<file path="src/dms_map.svh">
// Address map, field positions, reset values and widths for the data memory sector decoder.
`ifndef DMS_MAP_SVH
`define DMS_MAP_SVH

// ----------------------------------------------------------------------------
// Data memory layout
// ----------------------------------------------------------------------------
`define DMS_DATA_W         8
`define DMS_EXT_ADDR_W     9
`define DMS_SECTOR_BIT     8
`define DMS_SFR_LAST       8'h7F
`define DMS_GPR_FIRST      8'h80
`define DMS_GPR_DEPTH      128

// ----------------------------------------------------------------------------
// Special-function locations handled here
// ----------------------------------------------------------------------------
`define DMS_IND_ZERO       8'h00
`define DMS_PTR_ZERO       8'h01
`define DMS_IND_ONE        8'h02
`define DMS_OFS_ONE        8'h03
`define DMS_SEC_ONE        8'h04
`define DMS_IND_TWO        8'h0C
`define DMS_OFS_TWO        8'h0D
`define DMS_SEC_TWO        8'h0E
`define DMS_EE_CTRL        8'h40

// ----------------------------------------------------------------------------
// Reset values
// ----------------------------------------------------------------------------
`define DMS_PTR_RESET      8'h00
`define DMS_EE_CTRL_RESET  8'h00

// ----------------------------------------------------------------------------
// APB register map
// ----------------------------------------------------------------------------
`define DMS_APB_ADDR       12'h000
`define DMS_APB_WDATA      12'h004
`define DMS_APB_CTRL       12'h008
`define DMS_APB_RDATA      12'h00C
`define DMS_APB_PTRS       12'h010
`define DMS_APB_PROT       12'h014
`define DMS_CTRL_WR_BIT    0
`define DMS_CTRL_EXT_BIT   1
`define DMS_PROT_RESET     8'h00

`endif

</file>
<file path="src/dms_pkg.sv">
// Types shared by the data memory sector decoder.
package dms_pkg;

  typedef enum logic [2:0] {
    DMS_AREA_GPR,
    DMS_AREA_PTR,
    DMS_AREA_IND,
    DMS_AREA_EE,
    DMS_AREA_SFR,
    DMS_AREA_NONE
  } dms_area_e;

  typedef enum logic [1:0] {
    DMS_ST_IDLE,
    DMS_ST_ACCESS,
    DMS_ST_DONE
  } dms_state_e;

endpackage

</file>
<file path="src/dms_gpr_ram.sv">
// General-purpose RAM array of sector zero.
`timescale 1ns/10ps
`include "dms_map.svh"

module dms_gpr_ram #(
  parameter int DEPTH  = `DMS_GPR_DEPTH,
  parameter int DATA_W = `DMS_DATA_W
) (
  input  wire logic                     pclk,
  input  wire logic                     wr_en,
  input  wire logic [$clog2(DEPTH)-1:0] addr,
  input  wire logic [DATA_W-1:0]        wdata,
  output logic      [DATA_W-1:0]        rdata
);

  // ----------------------------------------------------------------------------
  // Storage
  // ----------------------------------------------------------------------------
  // Left without reset so it maps to plain RAM, as volatile memory would be.
  logic [DATA_W-1:0] mem [DEPTH];

  always_ff @(posedge pclk) begin
    if (wr_en) begin
      mem[addr] <= wdata;
    end
    rdata <= mem[addr];
  end

endmodule

</file>
<file path="src/dms_sector_decoder.sv">
// Data memory sector decoder with pointers, indirect ports and APB access.
`timescale 1ns/10ps
`include "dms_map.svh"

// Operation
// - Data memory is volatile RAM with eight-bit locations.
// - Exactly two sectors, zero and one, each eight bits wide.
// - Offsets 00H to 7FH decode as special-function area.
// - Offsets 80H to FFH decode as readable and writable RAM in sector zero only.
// - Special registers mirror in both sectors; EEPROM control at 40H only sector one.
// - Protected special registers ignore program writes.
// - No bank-select register; sector comes from pointers or extended addresses.
// - Indirect sector comes from high pointer of pair one or two.
// - Indirect offset comes from low pointer of pair one or two.
// - Extended addresses have nine bits: sector bit plus eight-bit offset.
// - Extended direct access reaches every sector.
// - Unimplemented special locations read zero.
// - Indirect port access is redirected to the location its pointer names.
// - Port zero with its byte pointer reaches sector zero only.
// - Indirect port used as itself reads zero, writes do nothing.
module dms_sector_decoder (
  input  wire logic        pclk,
  input  wire logic        presetn,
  input  wire logic        psel,
  input  wire logic        penable,
  input  wire logic        pwrite,
  input  wire logic [11:0] paddr,
  input  wire logic [31:0] pwdata,
  output logic      [31:0] prdata,
  output logic             pready,
  output logic             pslverr,
  output logic      [7:0]  sfr_addr,
  output logic      [7:0]  sfr_wdata,
  output logic             sfr_wr,
  output logic             sfr_rd,
  input  wire logic [7:0]  sfr_rdata,
  input  wire logic        sfr_present
);

  // ----------------------------------------------------------------------------
  // Decode helpers
  // ----------------------------------------------------------------------------
  function automatic dms_pkg::dms_area_e area_of(input logic sec, input logic [7:0] ofs);
    dms_pkg::dms_area_e a;
    a = dms_pkg::DMS_AREA_SFR;
    if (ofs >= `DMS_GPR_FIRST) begin
      a = sec ? dms_pkg::DMS_AREA_NONE : dms_pkg::DMS_AREA_GPR;
    end else if (ofs == `DMS_IND_ZERO || ofs == `DMS_IND_ONE || ofs == `DMS_IND_TWO) begin
      a = dms_pkg::DMS_AREA_IND;
    end else if (ofs == `DMS_PTR_ZERO || ofs == `DMS_OFS_ONE || ofs == `DMS_SEC_ONE ||
                 ofs == `DMS_OFS_TWO || ofs == `DMS_SEC_TWO) begin
      a = dms_pkg::DMS_AREA_PTR;
    end else if (ofs == `DMS_EE_CTRL) begin
      a = sec ? dms_pkg::DMS_AREA_EE : dms_pkg::DMS_AREA_NONE;
    end
    return a;
  endfunction

  // ----------------------------------------------------------------------------
  // Registers
  // ----------------------------------------------------------------------------
  logic [8:0]  cmd_addr;
  logic [7:0]  cmd_wdata;
  logic [7:0]  read_data;
  logic [7:0]  protect_mask;
  logic        cmd_wr;
  logic        cmd_ext;
  logic [7:0]  sector_zero_pointer;
  logic [7:0]  offset_pointer_one;
  logic [7:0]  sector_pointer_one;
  logic [7:0]  offset_pointer_two;
  logic [7:0]  sector_pointer_two;
  logic [7:0]  eeprom_control_reg;
  dms_pkg::dms_state_e state;
  logic        gpr_rd_pend;

  // ----------------------------------------------------------------------------
  // Address resolution
  // ----------------------------------------------------------------------------
  // Standard instructions only see sector zero; extended ones carry the sector bit.
  wire logic       direct_sec = cmd_ext & cmd_addr[`DMS_SECTOR_BIT];
  wire logic [7:0] direct_ofs = cmd_addr[7:0];
  wire logic       hit_ind0   = direct_ofs == `DMS_IND_ZERO;
  wire logic       hit_ind1   = direct_ofs == `DMS_IND_ONE;
  wire logic       hit_ind2   = direct_ofs == `DMS_IND_TWO;
  wire logic       via_ind    = hit_ind0 | hit_ind1 | hit_ind2;
  wire logic       ind_sec    = hit_ind1 ? sector_pointer_one[0] :
                                hit_ind2 ? sector_pointer_two[0] : 1'b0;
  wire logic [7:0] ind_ofs    = hit_ind1 ? offset_pointer_one :
                                hit_ind2 ? offset_pointer_two : sector_zero_pointer;
  wire logic       eff_sec    = via_ind ? ind_sec : direct_sec;
  wire logic [7:0] eff_ofs    = via_ind ? ind_ofs : direct_ofs;
  wire dms_pkg::dms_area_e eff_area = area_of(eff_sec, eff_ofs);
  wire logic [2:0] prot_idx   = eff_ofs[2:0];
  wire logic       is_prot    = eff_ofs[7:3] == 5'h01 && protect_mask[prot_idx];

  // ----------------------------------------------------------------------------
  // Execution strobes
  // ----------------------------------------------------------------------------
  wire logic start     = state == dms_pkg::DMS_ST_ACCESS;
  wire logic do_write  = start & cmd_wr;
  wire logic gpr_wr    = do_write && eff_area == dms_pkg::DMS_AREA_GPR;
  wire logic ptr_wr    = do_write && eff_area == dms_pkg::DMS_AREA_PTR;
  wire logic ee_wr     = do_write && eff_area == dms_pkg::DMS_AREA_EE;
  wire logic sfr_go    = start && eff_area == dms_pkg::DMS_AREA_SFR;
  wire logic [7:0] gpr_q;

  dms_gpr_ram #(
    .DEPTH  (`DMS_GPR_DEPTH),
    .DATA_W (`DMS_DATA_W)
  ) u_ram (
    .pclk  (pclk),
    .wr_en (gpr_wr),
    .addr  (eff_ofs[6:0]),
    .wdata (cmd_wdata),
    .rdata (gpr_q)
  );

  // Pointer registers read back directly; the indirect ports never store anything.
  logic [7:0] ptr_q;
  always_comb begin
    case (eff_ofs)
      `DMS_PTR_ZERO: ptr_q = sector_zero_pointer;
      `DMS_OFS_ONE:  ptr_q = offset_pointer_one;
      `DMS_SEC_ONE:  ptr_q = sector_pointer_one;
      `DMS_OFS_TWO:  ptr_q = offset_pointer_two;
      `DMS_SEC_TWO:  ptr_q = sector_pointer_two;
      default:       ptr_q = 8'h00;
    endcase
  end

  // ----------------------------------------------------------------------------
  // APB slave
  // ----------------------------------------------------------------------------
  wire logic apb_access = psel & penable & ~pready;
  wire logic apb_wr    = psel & penable & pwrite & pready;
  wire logic apb_rd    = psel & penable & ~pwrite;
  wire logic known     = paddr == `DMS_APB_ADDR || paddr == `DMS_APB_WDATA ||
                         paddr == `DMS_APB_CTRL || paddr == `DMS_APB_RDATA ||
                         paddr == `DMS_APB_PTRS || paddr == `DMS_APB_PROT;
  wire logic kick      = apb_wr && paddr == `DMS_APB_CTRL && known;
  wire logic busy      = state != dms_pkg::DMS_ST_IDLE;

  logic [31:0] next_prdata;
  always_comb begin
    case (paddr)
      `DMS_APB_ADDR:  next_prdata = {23'h0, cmd_addr};
      `DMS_APB_WDATA: next_prdata = {24'h0, cmd_wdata};
      `DMS_APB_CTRL:  next_prdata = {29'h0, busy, cmd_ext, cmd_wr};
      `DMS_APB_RDATA: next_prdata = {24'h0, read_data};
      `DMS_APB_PTRS:  next_prdata = {sector_pointer_two, offset_pointer_two,
                                     offset_pointer_one, sector_zero_pointer};
      `DMS_APB_PROT:  next_prdata = {24'h0, protect_mask};
      default:        next_prdata = 32'h0000_0000;
    endcase
  end

  // One wait state: pready is high in the second access cycle.
  always_ff @(posedge pclk or negedge presetn) begin
    if (!presetn) begin
      pready  <= 1'b0;
      pslverr <= 1'b0;
      prdata  <= 32'h0000_0000;
    end else begin
      pready  <= apb_access;
      pslverr <= apb_access & ~known;
      prdata  <= (apb_rd & ~pready) ? next_prdata : prdata;
    end
  end

  always_ff @(posedge pclk or negedge presetn) begin
    if (!presetn) begin
      cmd_addr     <= 9'h000;
      cmd_wdata    <= 8'h00;
      cmd_wr       <= 1'b0;
      cmd_ext      <= 1'b0;
      protect_mask <= `DMS_PROT_RESET;
    end else if (apb_wr && !busy) begin
      case (paddr)
        `DMS_APB_ADDR:  cmd_addr     <= pwdata[8:0];
        `DMS_APB_WDATA: cmd_wdata    <= pwdata[7:0];
        `DMS_APB_PROT:  protect_mask <= pwdata[7:0];
        `DMS_APB_CTRL: begin
          cmd_wr  <= pwdata[`DMS_CTRL_WR_BIT];
          cmd_ext <= pwdata[`DMS_CTRL_EXT_BIT];
        end
        default: ;
      endcase
    end
  end

  // ----------------------------------------------------------------------------
  // Access sequencer
  // ----------------------------------------------------------------------------
  always_ff @(posedge pclk or negedge presetn) begin
    if (!presetn) begin
      state <= dms_pkg::DMS_ST_IDLE;
    end else begin
      case (state)
        dms_pkg::DMS_ST_IDLE:   state <= (kick && !busy) ? dms_pkg::DMS_ST_ACCESS : state;
        dms_pkg::DMS_ST_ACCESS: state <= dms_pkg::DMS_ST_DONE;
        dms_pkg::DMS_ST_DONE:   state <= dms_pkg::DMS_ST_IDLE;
        default:                state <= dms_pkg::DMS_ST_IDLE;
      endcase
    end
  end

  // ----------------------------------------------------------------------------
  // Pointer and local registers
  // ----------------------------------------------------------------------------
  // Pointer writes are real register writes; the sector only moves through them.
  always_ff @(posedge pclk or negedge presetn) begin
    if (!presetn) begin
      sector_zero_pointer <= `DMS_PTR_RESET;
      offset_pointer_one  <= `DMS_PTR_RESET;
      sector_pointer_one  <= `DMS_PTR_RESET;
      offset_pointer_two  <= `DMS_PTR_RESET;
      sector_pointer_two  <= `DMS_PTR_RESET;
      eeprom_control_reg  <= `DMS_EE_CTRL_RESET;
    end else begin
      if (ptr_wr && !is_prot) begin
        case (eff_ofs)
          `DMS_PTR_ZERO: sector_zero_pointer <= cmd_wdata;
          `DMS_OFS_ONE:  offset_pointer_one  <= cmd_wdata;
          `DMS_SEC_ONE:  sector_pointer_one  <= cmd_wdata;
          `DMS_OFS_TWO:  offset_pointer_two  <= cmd_wdata;
          `DMS_SEC_TWO:  sector_pointer_two  <= cmd_wdata;
          default: ;
        endcase
      end
      if (ee_wr) begin
        eeprom_control_reg <= cmd_wdata;
      end
    end
  end

  // ----------------------------------------------------------------------------
  // Read data and external special-function port
  // ----------------------------------------------------------------------------
  // The ports as themselves, unmapped offsets and sector-one RAM all read zero.
  always_ff @(posedge pclk or negedge presetn) begin
    if (!presetn) begin
      read_data   <= 8'h00;
      gpr_rd_pend <= 1'b0;
      sfr_addr    <= 8'h00;
      sfr_wdata   <= 8'h00;
      sfr_wr      <= 1'b0;
      sfr_rd      <= 1'b0;
    end else begin
      gpr_rd_pend <= start && eff_area == dms_pkg::DMS_AREA_GPR && !cmd_wr;
      sfr_addr    <= sfr_go ? eff_ofs : sfr_addr;
      sfr_wdata   <= sfr_go ? cmd_wdata : sfr_wdata;
      sfr_wr      <= sfr_go & cmd_wr & ~is_prot;
      sfr_rd      <= sfr_go & ~cmd_wr;
      if (start && !cmd_wr) begin
        case (eff_area)
          dms_pkg::DMS_AREA_PTR: read_data <= ptr_q;
          dms_pkg::DMS_AREA_EE:  read_data <= eeprom_control_reg;
          default:               read_data <= 8'h00;
        endcase
      end else if (gpr_rd_pend) begin
        read_data <= gpr_q;
      end else if (sfr_rd) begin
        read_data <= sfr_present ? sfr_rdata : 8'h00;
      end
    end
  end

  // ----------------------------------------------------------------------------
  // Checks
  // ----------------------------------------------------------------------------
  ind_zero_sec_a: assert property (@(posedge pclk) disable iff (!presetn)
    hit_ind0 |-> (!eff_sec && eff_ofs == sector_zero_pointer))
    else $error("port zero left sector zero");
  ee_only_one_a: assert property (@(posedge pclk) disable iff (!presetn)
    (eff_ofs == `DMS_EE_CTRL && !eff_sec) |-> eff_area == dms_pkg::DMS_AREA_NONE)
    else $error("eeprom control seen in sector zero");
  gpr_sec_one_a: assert property (@(posedge pclk) disable iff (!presetn)
    (eff_sec && eff_ofs[7]) |-> !gpr_wr) else $error("sector one ram written");
  prot_block_a: assert property (@(posedge pclk) disable iff (!presetn)
    (ptr_wr && is_prot && eff_ofs == `DMS_SEC_TWO) |=> $stable(sector_pointer_two))
    else $error("protected pointer changed");
  ind_sel_a: assert property (@(posedge pclk) disable iff (!presetn)
    hit_ind1 |-> (eff_sec == sector_pointer_one[0] && eff_ofs == offset_pointer_one))
    else $error("pair one redirect wrong");
  ind_read_a: assert property (@(posedge pclk) disable iff (!presetn)
    (start && !cmd_wr && eff_area == dms_pkg::DMS_AREA_IND) |=> read_data == 8'h00)
    else $error("indirect port read nonzero");
  std_sec_a: assert property (@(posedge pclk) disable iff (!presetn)
    (!cmd_ext && !via_ind) |-> !eff_sec) else $error("standard access left sector zero");
  ready_pulse_a: assert property (@(posedge pclk) disable iff (!presetn)
    pready |=> !pready) else $error("pready held two cycles");

endmodule

</file>
<file path="config.mk">
export PLATFORM = sky130hd
export DESIGN_NAME = dms_sector_decoder
export DESIGN_NICKNAME = d
export VERILOG_FILES = /design/src/dms_pkg.sv /design/src/dms_gpr_ram.sv /design/src/dms_sector_decoder.sv
export VERILOG_INCLUDE_DIRS = /design/src
export SDC_FILE = /design/constraint.sdc
export NUM_CORES = 1
export LEC_CHECK = 0
export ABC_AREA = 1
export BUFFER_PORTS_ARGS = -buffer_cell sky130_fd_sc_hd__buf_2
export CORE_MARGIN = 5
export CORE_UTILIZATION = 45
export DETAILED_ROUTE_END_ITERATION = 6
export PLACE_DENSITY = 0.63
export SYNTH_ARGS = -nofsm -noshare
export SYNTH_HDL_FRONTEND = slang
export SYNTH_SLANG_ARGS = --single-unit
</file>
<file path="constraint.sdc">
create_clock -name pclk -period 5.46 [get_ports pclk]
set_input_delay 1.365 -clock pclk [delete_from_list [all_inputs] [get_ports pclk]]
set_output_delay 1.365 -clock pclk [all_outputs]
set_load 0.005 [all_outputs]
</file>
==> results <==
- The capture point of the worst reg-to-reg path is u_ram.mem[60][5].
- The initial utilization of the core area, before any placement, comes to 0.452.
- The hold violation total from the final report is 0.
- The clock root buffer is clkbuf_16.
- The peak ir drop on the vdd network is 258 uV.
- The number of distinct library cells after synthesis is 44.
- The launching element type of the critical path is a register.
- The clock skew after layout is 0.0158 ns.
- More flip-flops sit in one register than any other, and that register is u_ram.mem.
- After clock tree synthesis, the clock-pin slew on the worst setup and hold paths is 0.06 ns.
- Across all hold checks on the routed design, the worst slack comes to 0.473 ns.
- The final critical-path required period is 4.32 ns.
- Global routing finished with a remaining overflow of 0.
- The core region is 112000 um^2.
- The buffer levels on the longest clock path is 3.
- The largest registers in the layout are u_ram.mem: 1024 flops, prdata: 32 flops, cmd_addr: 9 flops.
- For the worst flop-to-flop path, the logic depth is 12.
- In the routed design, unresolved DRC markers number 0.
- The final route contains 35900 vias.
- Based on the critical path, the design can be clocked at up to 231 MHz.
- The top-level I/O count is 110.
- Measured against its own limit, the worst slew margin works out to 0.258.
- The via count of the first global-routing pass is 33900.
- The global-route usage over all layers is 0.227.
- The flow ran to the end, and the final reports show no timing, DRC or antenna violations.
- The first global-routing pass estimated 211000 um of wire.
- The number of detailed-route iterations in the first pass is 6.
- The maximum fanout count along the critical path is 70.
- Gates resized during post-CTS repair numbered 0.
- The path class of the tightest hold or removal check is reg2reg.
- The internal reg-to-reg setup slack is 1.14 ns.
- The summed negative setup slack over all endpoints is 0 ns.
- After the flow finishes, the layout carries non-filler instances totaling 6745.
- The total standard cell area after synthesis is 50800 um^2.
- The share of layout cells above drive strength 1 is 0.0780.
- For this block, the routed nets add up to 140000 um of wire.
- The routed design uses 11400 um of met3 wire.
- The power density over the cells is 315 nW/um^2.
- In the routed layout, each cell is associated on average with a via count of 5.32.
- The number of slew-limit violations in the final report is 0.
- The post-route core utilization is 0.503.
- Summed over all nets, the half-perimeter wirelength after detailed placement is 80400 um.
- The origin of the worst min-delay path is sector_pointer_one[2].
- Port buffering added 86 buffers.
- The share of the yosys chip area belonging to registers is 0.677.
- The worst hold path stage count is 2.
- The number of nets produced by synthesis is 5195.
- In this run, synthesis produced a sequential element count of 1170.
- The die height is 346 um.
- Routability-driven placement finished with a final weighted congestion of 0.905.
- The actual slew at the worst max-slew pin is 1.11 ns.
- The average cell area after synthesis is 9.88 um^2.
- The final net count is 5200.
- The number of cells in the design after placement is 6521.
- In the layout the commonest cells are nand2_1, edfxtp_1, nand3_1, nor2_1, dfrtp_1.
- Clock tree synthesis found a total of 1170 sinks.
- The worst endpoint data arrival time is 4.63 ns.
- The number of clock buffers inserted by TritonCTS is 119.
- STA classifies the critical path endpoint as a register.
- The critical path starts at cmd_addr[0].
- CTS built an H-tree with a depth of 3.
- The initialized floorplan defines 123 standard-cell rows.
- Setup violations remaining at the end of the flow were counted as 0.
- Leaving out fill and tap cells, the most frequent cell in the layout is nand2_1.
- The total setup buffers inserted after CTS is 0.
- The cell count after synthesis came out at 5137.
- Setup repair after global routing left no endpoint under its margin.
- The final antenna diode count is 0.
- Data on the critical path is required at its endpoint by 5.77 ns.
- The count of nets left with antenna violations once routing finished came out at 0.
- The die covers 120000 um^2.
- The number of hold buffers added after CTS is 0.
- Across the run, the number of max-cap violations was 0.
- The part of the cycle the worst path needs is 0.791.
- Entering global routing, the biggest net connects 168 pins.
- The detailed-routing wirelength on met1 is 59000 um.
- The register with the most flip-flops in the layout has 1024 of them.
- The x dimension of the die is 346 um.
- The total number of yosys warnings is 0.
- The detailed-route wire length per cell is 20.7 um.
- The area growth from synthesis to final layout is 11.4%.
- The number of antenna violations at the first check in global routing came to 0.
- The setup path with the least slack is of type reg2reg.
- The leakage component of the power is 20.9 nW.
- The worst register-to-register path begins at cmd_addr[0].
- TritonCTS built the clock tree.
- In this run, the number of DRC markers left after iteration 0 of detailed routing was 3619.
- The worst-skew pair later-pin latency is 0.70 ns.
- In the detailed route, the total length drawn on met2 is 64700 um.
- The uppermost layer routed is met4.
- The hold path endpoint is sector_pointer_one[2].
[worst max-delay path by stage]
stage | slack [ns] | depth (start not counted) | to
after global routing | 0.86 | 18 | sector_pointer_two[4]
after CTS | 1.16 | 12 | u_ram.mem[60][2]
after global placement | 1.25 | 12 | u_ram.mem[60][1]
final | 1.14 | 12 | u_ram.mem[60][5]
after detailed placement | 1.18 | 12 | u_ram.mem[60][1]
after floorplan | 2.50 | 13 | u_ram.mem[100][0]
[power by group]
group          switching (W)  internal [W]
Clock                0.00342       0.00473
Sequential       0.000000858       0.00960
Combinational      0.0000522     0.0000187
[Yosys cell counts]
cell | instances | area, um^2
inv_2 | 12 | 45.0
o21ai_4 | 1 | 16.3
nand4_4 | 7 | 149
o31ai_1 | 4 | 30.0
nand2_4 | 8 | 90.1
dfrtp_1 | 138 | 3450
inv_4 | 3 | 18.8
nand2_2 | 13 | 81.3
nor2_4 | 13 | 146
nor4_1 | 1 | 6.26
nor3_4 | 1 | 16.3
o22ai_1 | 10 | 62.6
clkbuf_1 | 131 | 492
nor3_2 | 1 | 10.0
o211ai_1 | 3 | 22.5
dfxtp_1 | 8 | 160
mux2_2 | 1 | 11.3
nand3_1 | 448 | 2240
buf_4 | 4 | 30.0
a22o_1 | 1 | 8.76
a2111oi_0 | 2 | 17.5
nor4b_1 | 1 | 8.76
buf_1 | 46 | 173
buf_6 | 8 | 90.1
nor2_8 | 2 | 40.0
o21ai_1 | 25 | 125
o21ai_0 | 92 | 460
nor3_1 | 11 | 55.1
edfxtp_1 | 1024 | 30700
nor2_1 | 241 | 905
inv_1 | 112 | 420
a31oi_1 | 1 | 6.26
a21oi_1 | 48 | 240
o221ai_1 | 1 | 8.76
clkinv_1 | 1 | 3.75
nand3_2 | 1 | 10.0
nand4_1 | 6 | 37.5
nand2_1 | 2614 | 9810
nand3_4 | 1 | 17.5
a32o_1 | 1 | 10.0
nor2_2 | 7 | 43.8
buf_2 | 82 | 410
nand2_8 | 1 | 20.0
a21oi_4 | 1 | 16.3
[layer usage]
| metal | up-vias | track usage |
|---|---|---|
| met5 | - | 0 |
| met4 | 0 | 0.0807 |
| li1 | 17000 | - |
| met3 | 251 | 0.0387 |
| met2 | 1441 | 0.364 |
| met1 | 17200 | 0.317 |
[critical path, cell delays in order, from the launching register on]
cell and delay (ns):
dfrtp_1 0.48, clkinv_8 0.27, nand2_4 0.09, nor2_4 0.16
nand2_2 0.20, nand2_1 0.12, nand3_2 0.16, nand2_8 0.28
nand2_8 0.43, nor2_4 0.44, nand3_1 0.20, buf_4 0.28
nor2_1 0.74
[per-stage QoR]
step	worst slack, ns	total power (W)	instance area (um^2)
finish	1.14	0.0178	56500
global route	0.856	0.0183	56500
CTS	1.16	0.0179	56500
detailed placement	1.18	0.00986	52600
global placement	1.25	0.00986	52600
floorplan	2.50	0.00981	50800
[final cells by class]
type | count | area (um^2)
Sequential cell | 1170 | 34400
Multi-Input combinational cell | 3568 | 14800
Timing Repair Buffer | 155 | 1100
Fill cell | 10100 | 55800
Clock inverter | 76 | 741
Inverter | 128 | 505
Tap cell | 1500 | 1880
Clock buffer | 148 | 3150
[logic make-up after synthesis]
group                  after synthesis  synth area share
AO/OA/AOI/OAI                      190            0.0202
AND/OR/NAND/NOR                   3377             0.270
buffers and inverters              399            0.0331
multiplexers                         1          0.000222
flip-flops                        1170             0.677
Power figures use the tool's default switching activity.
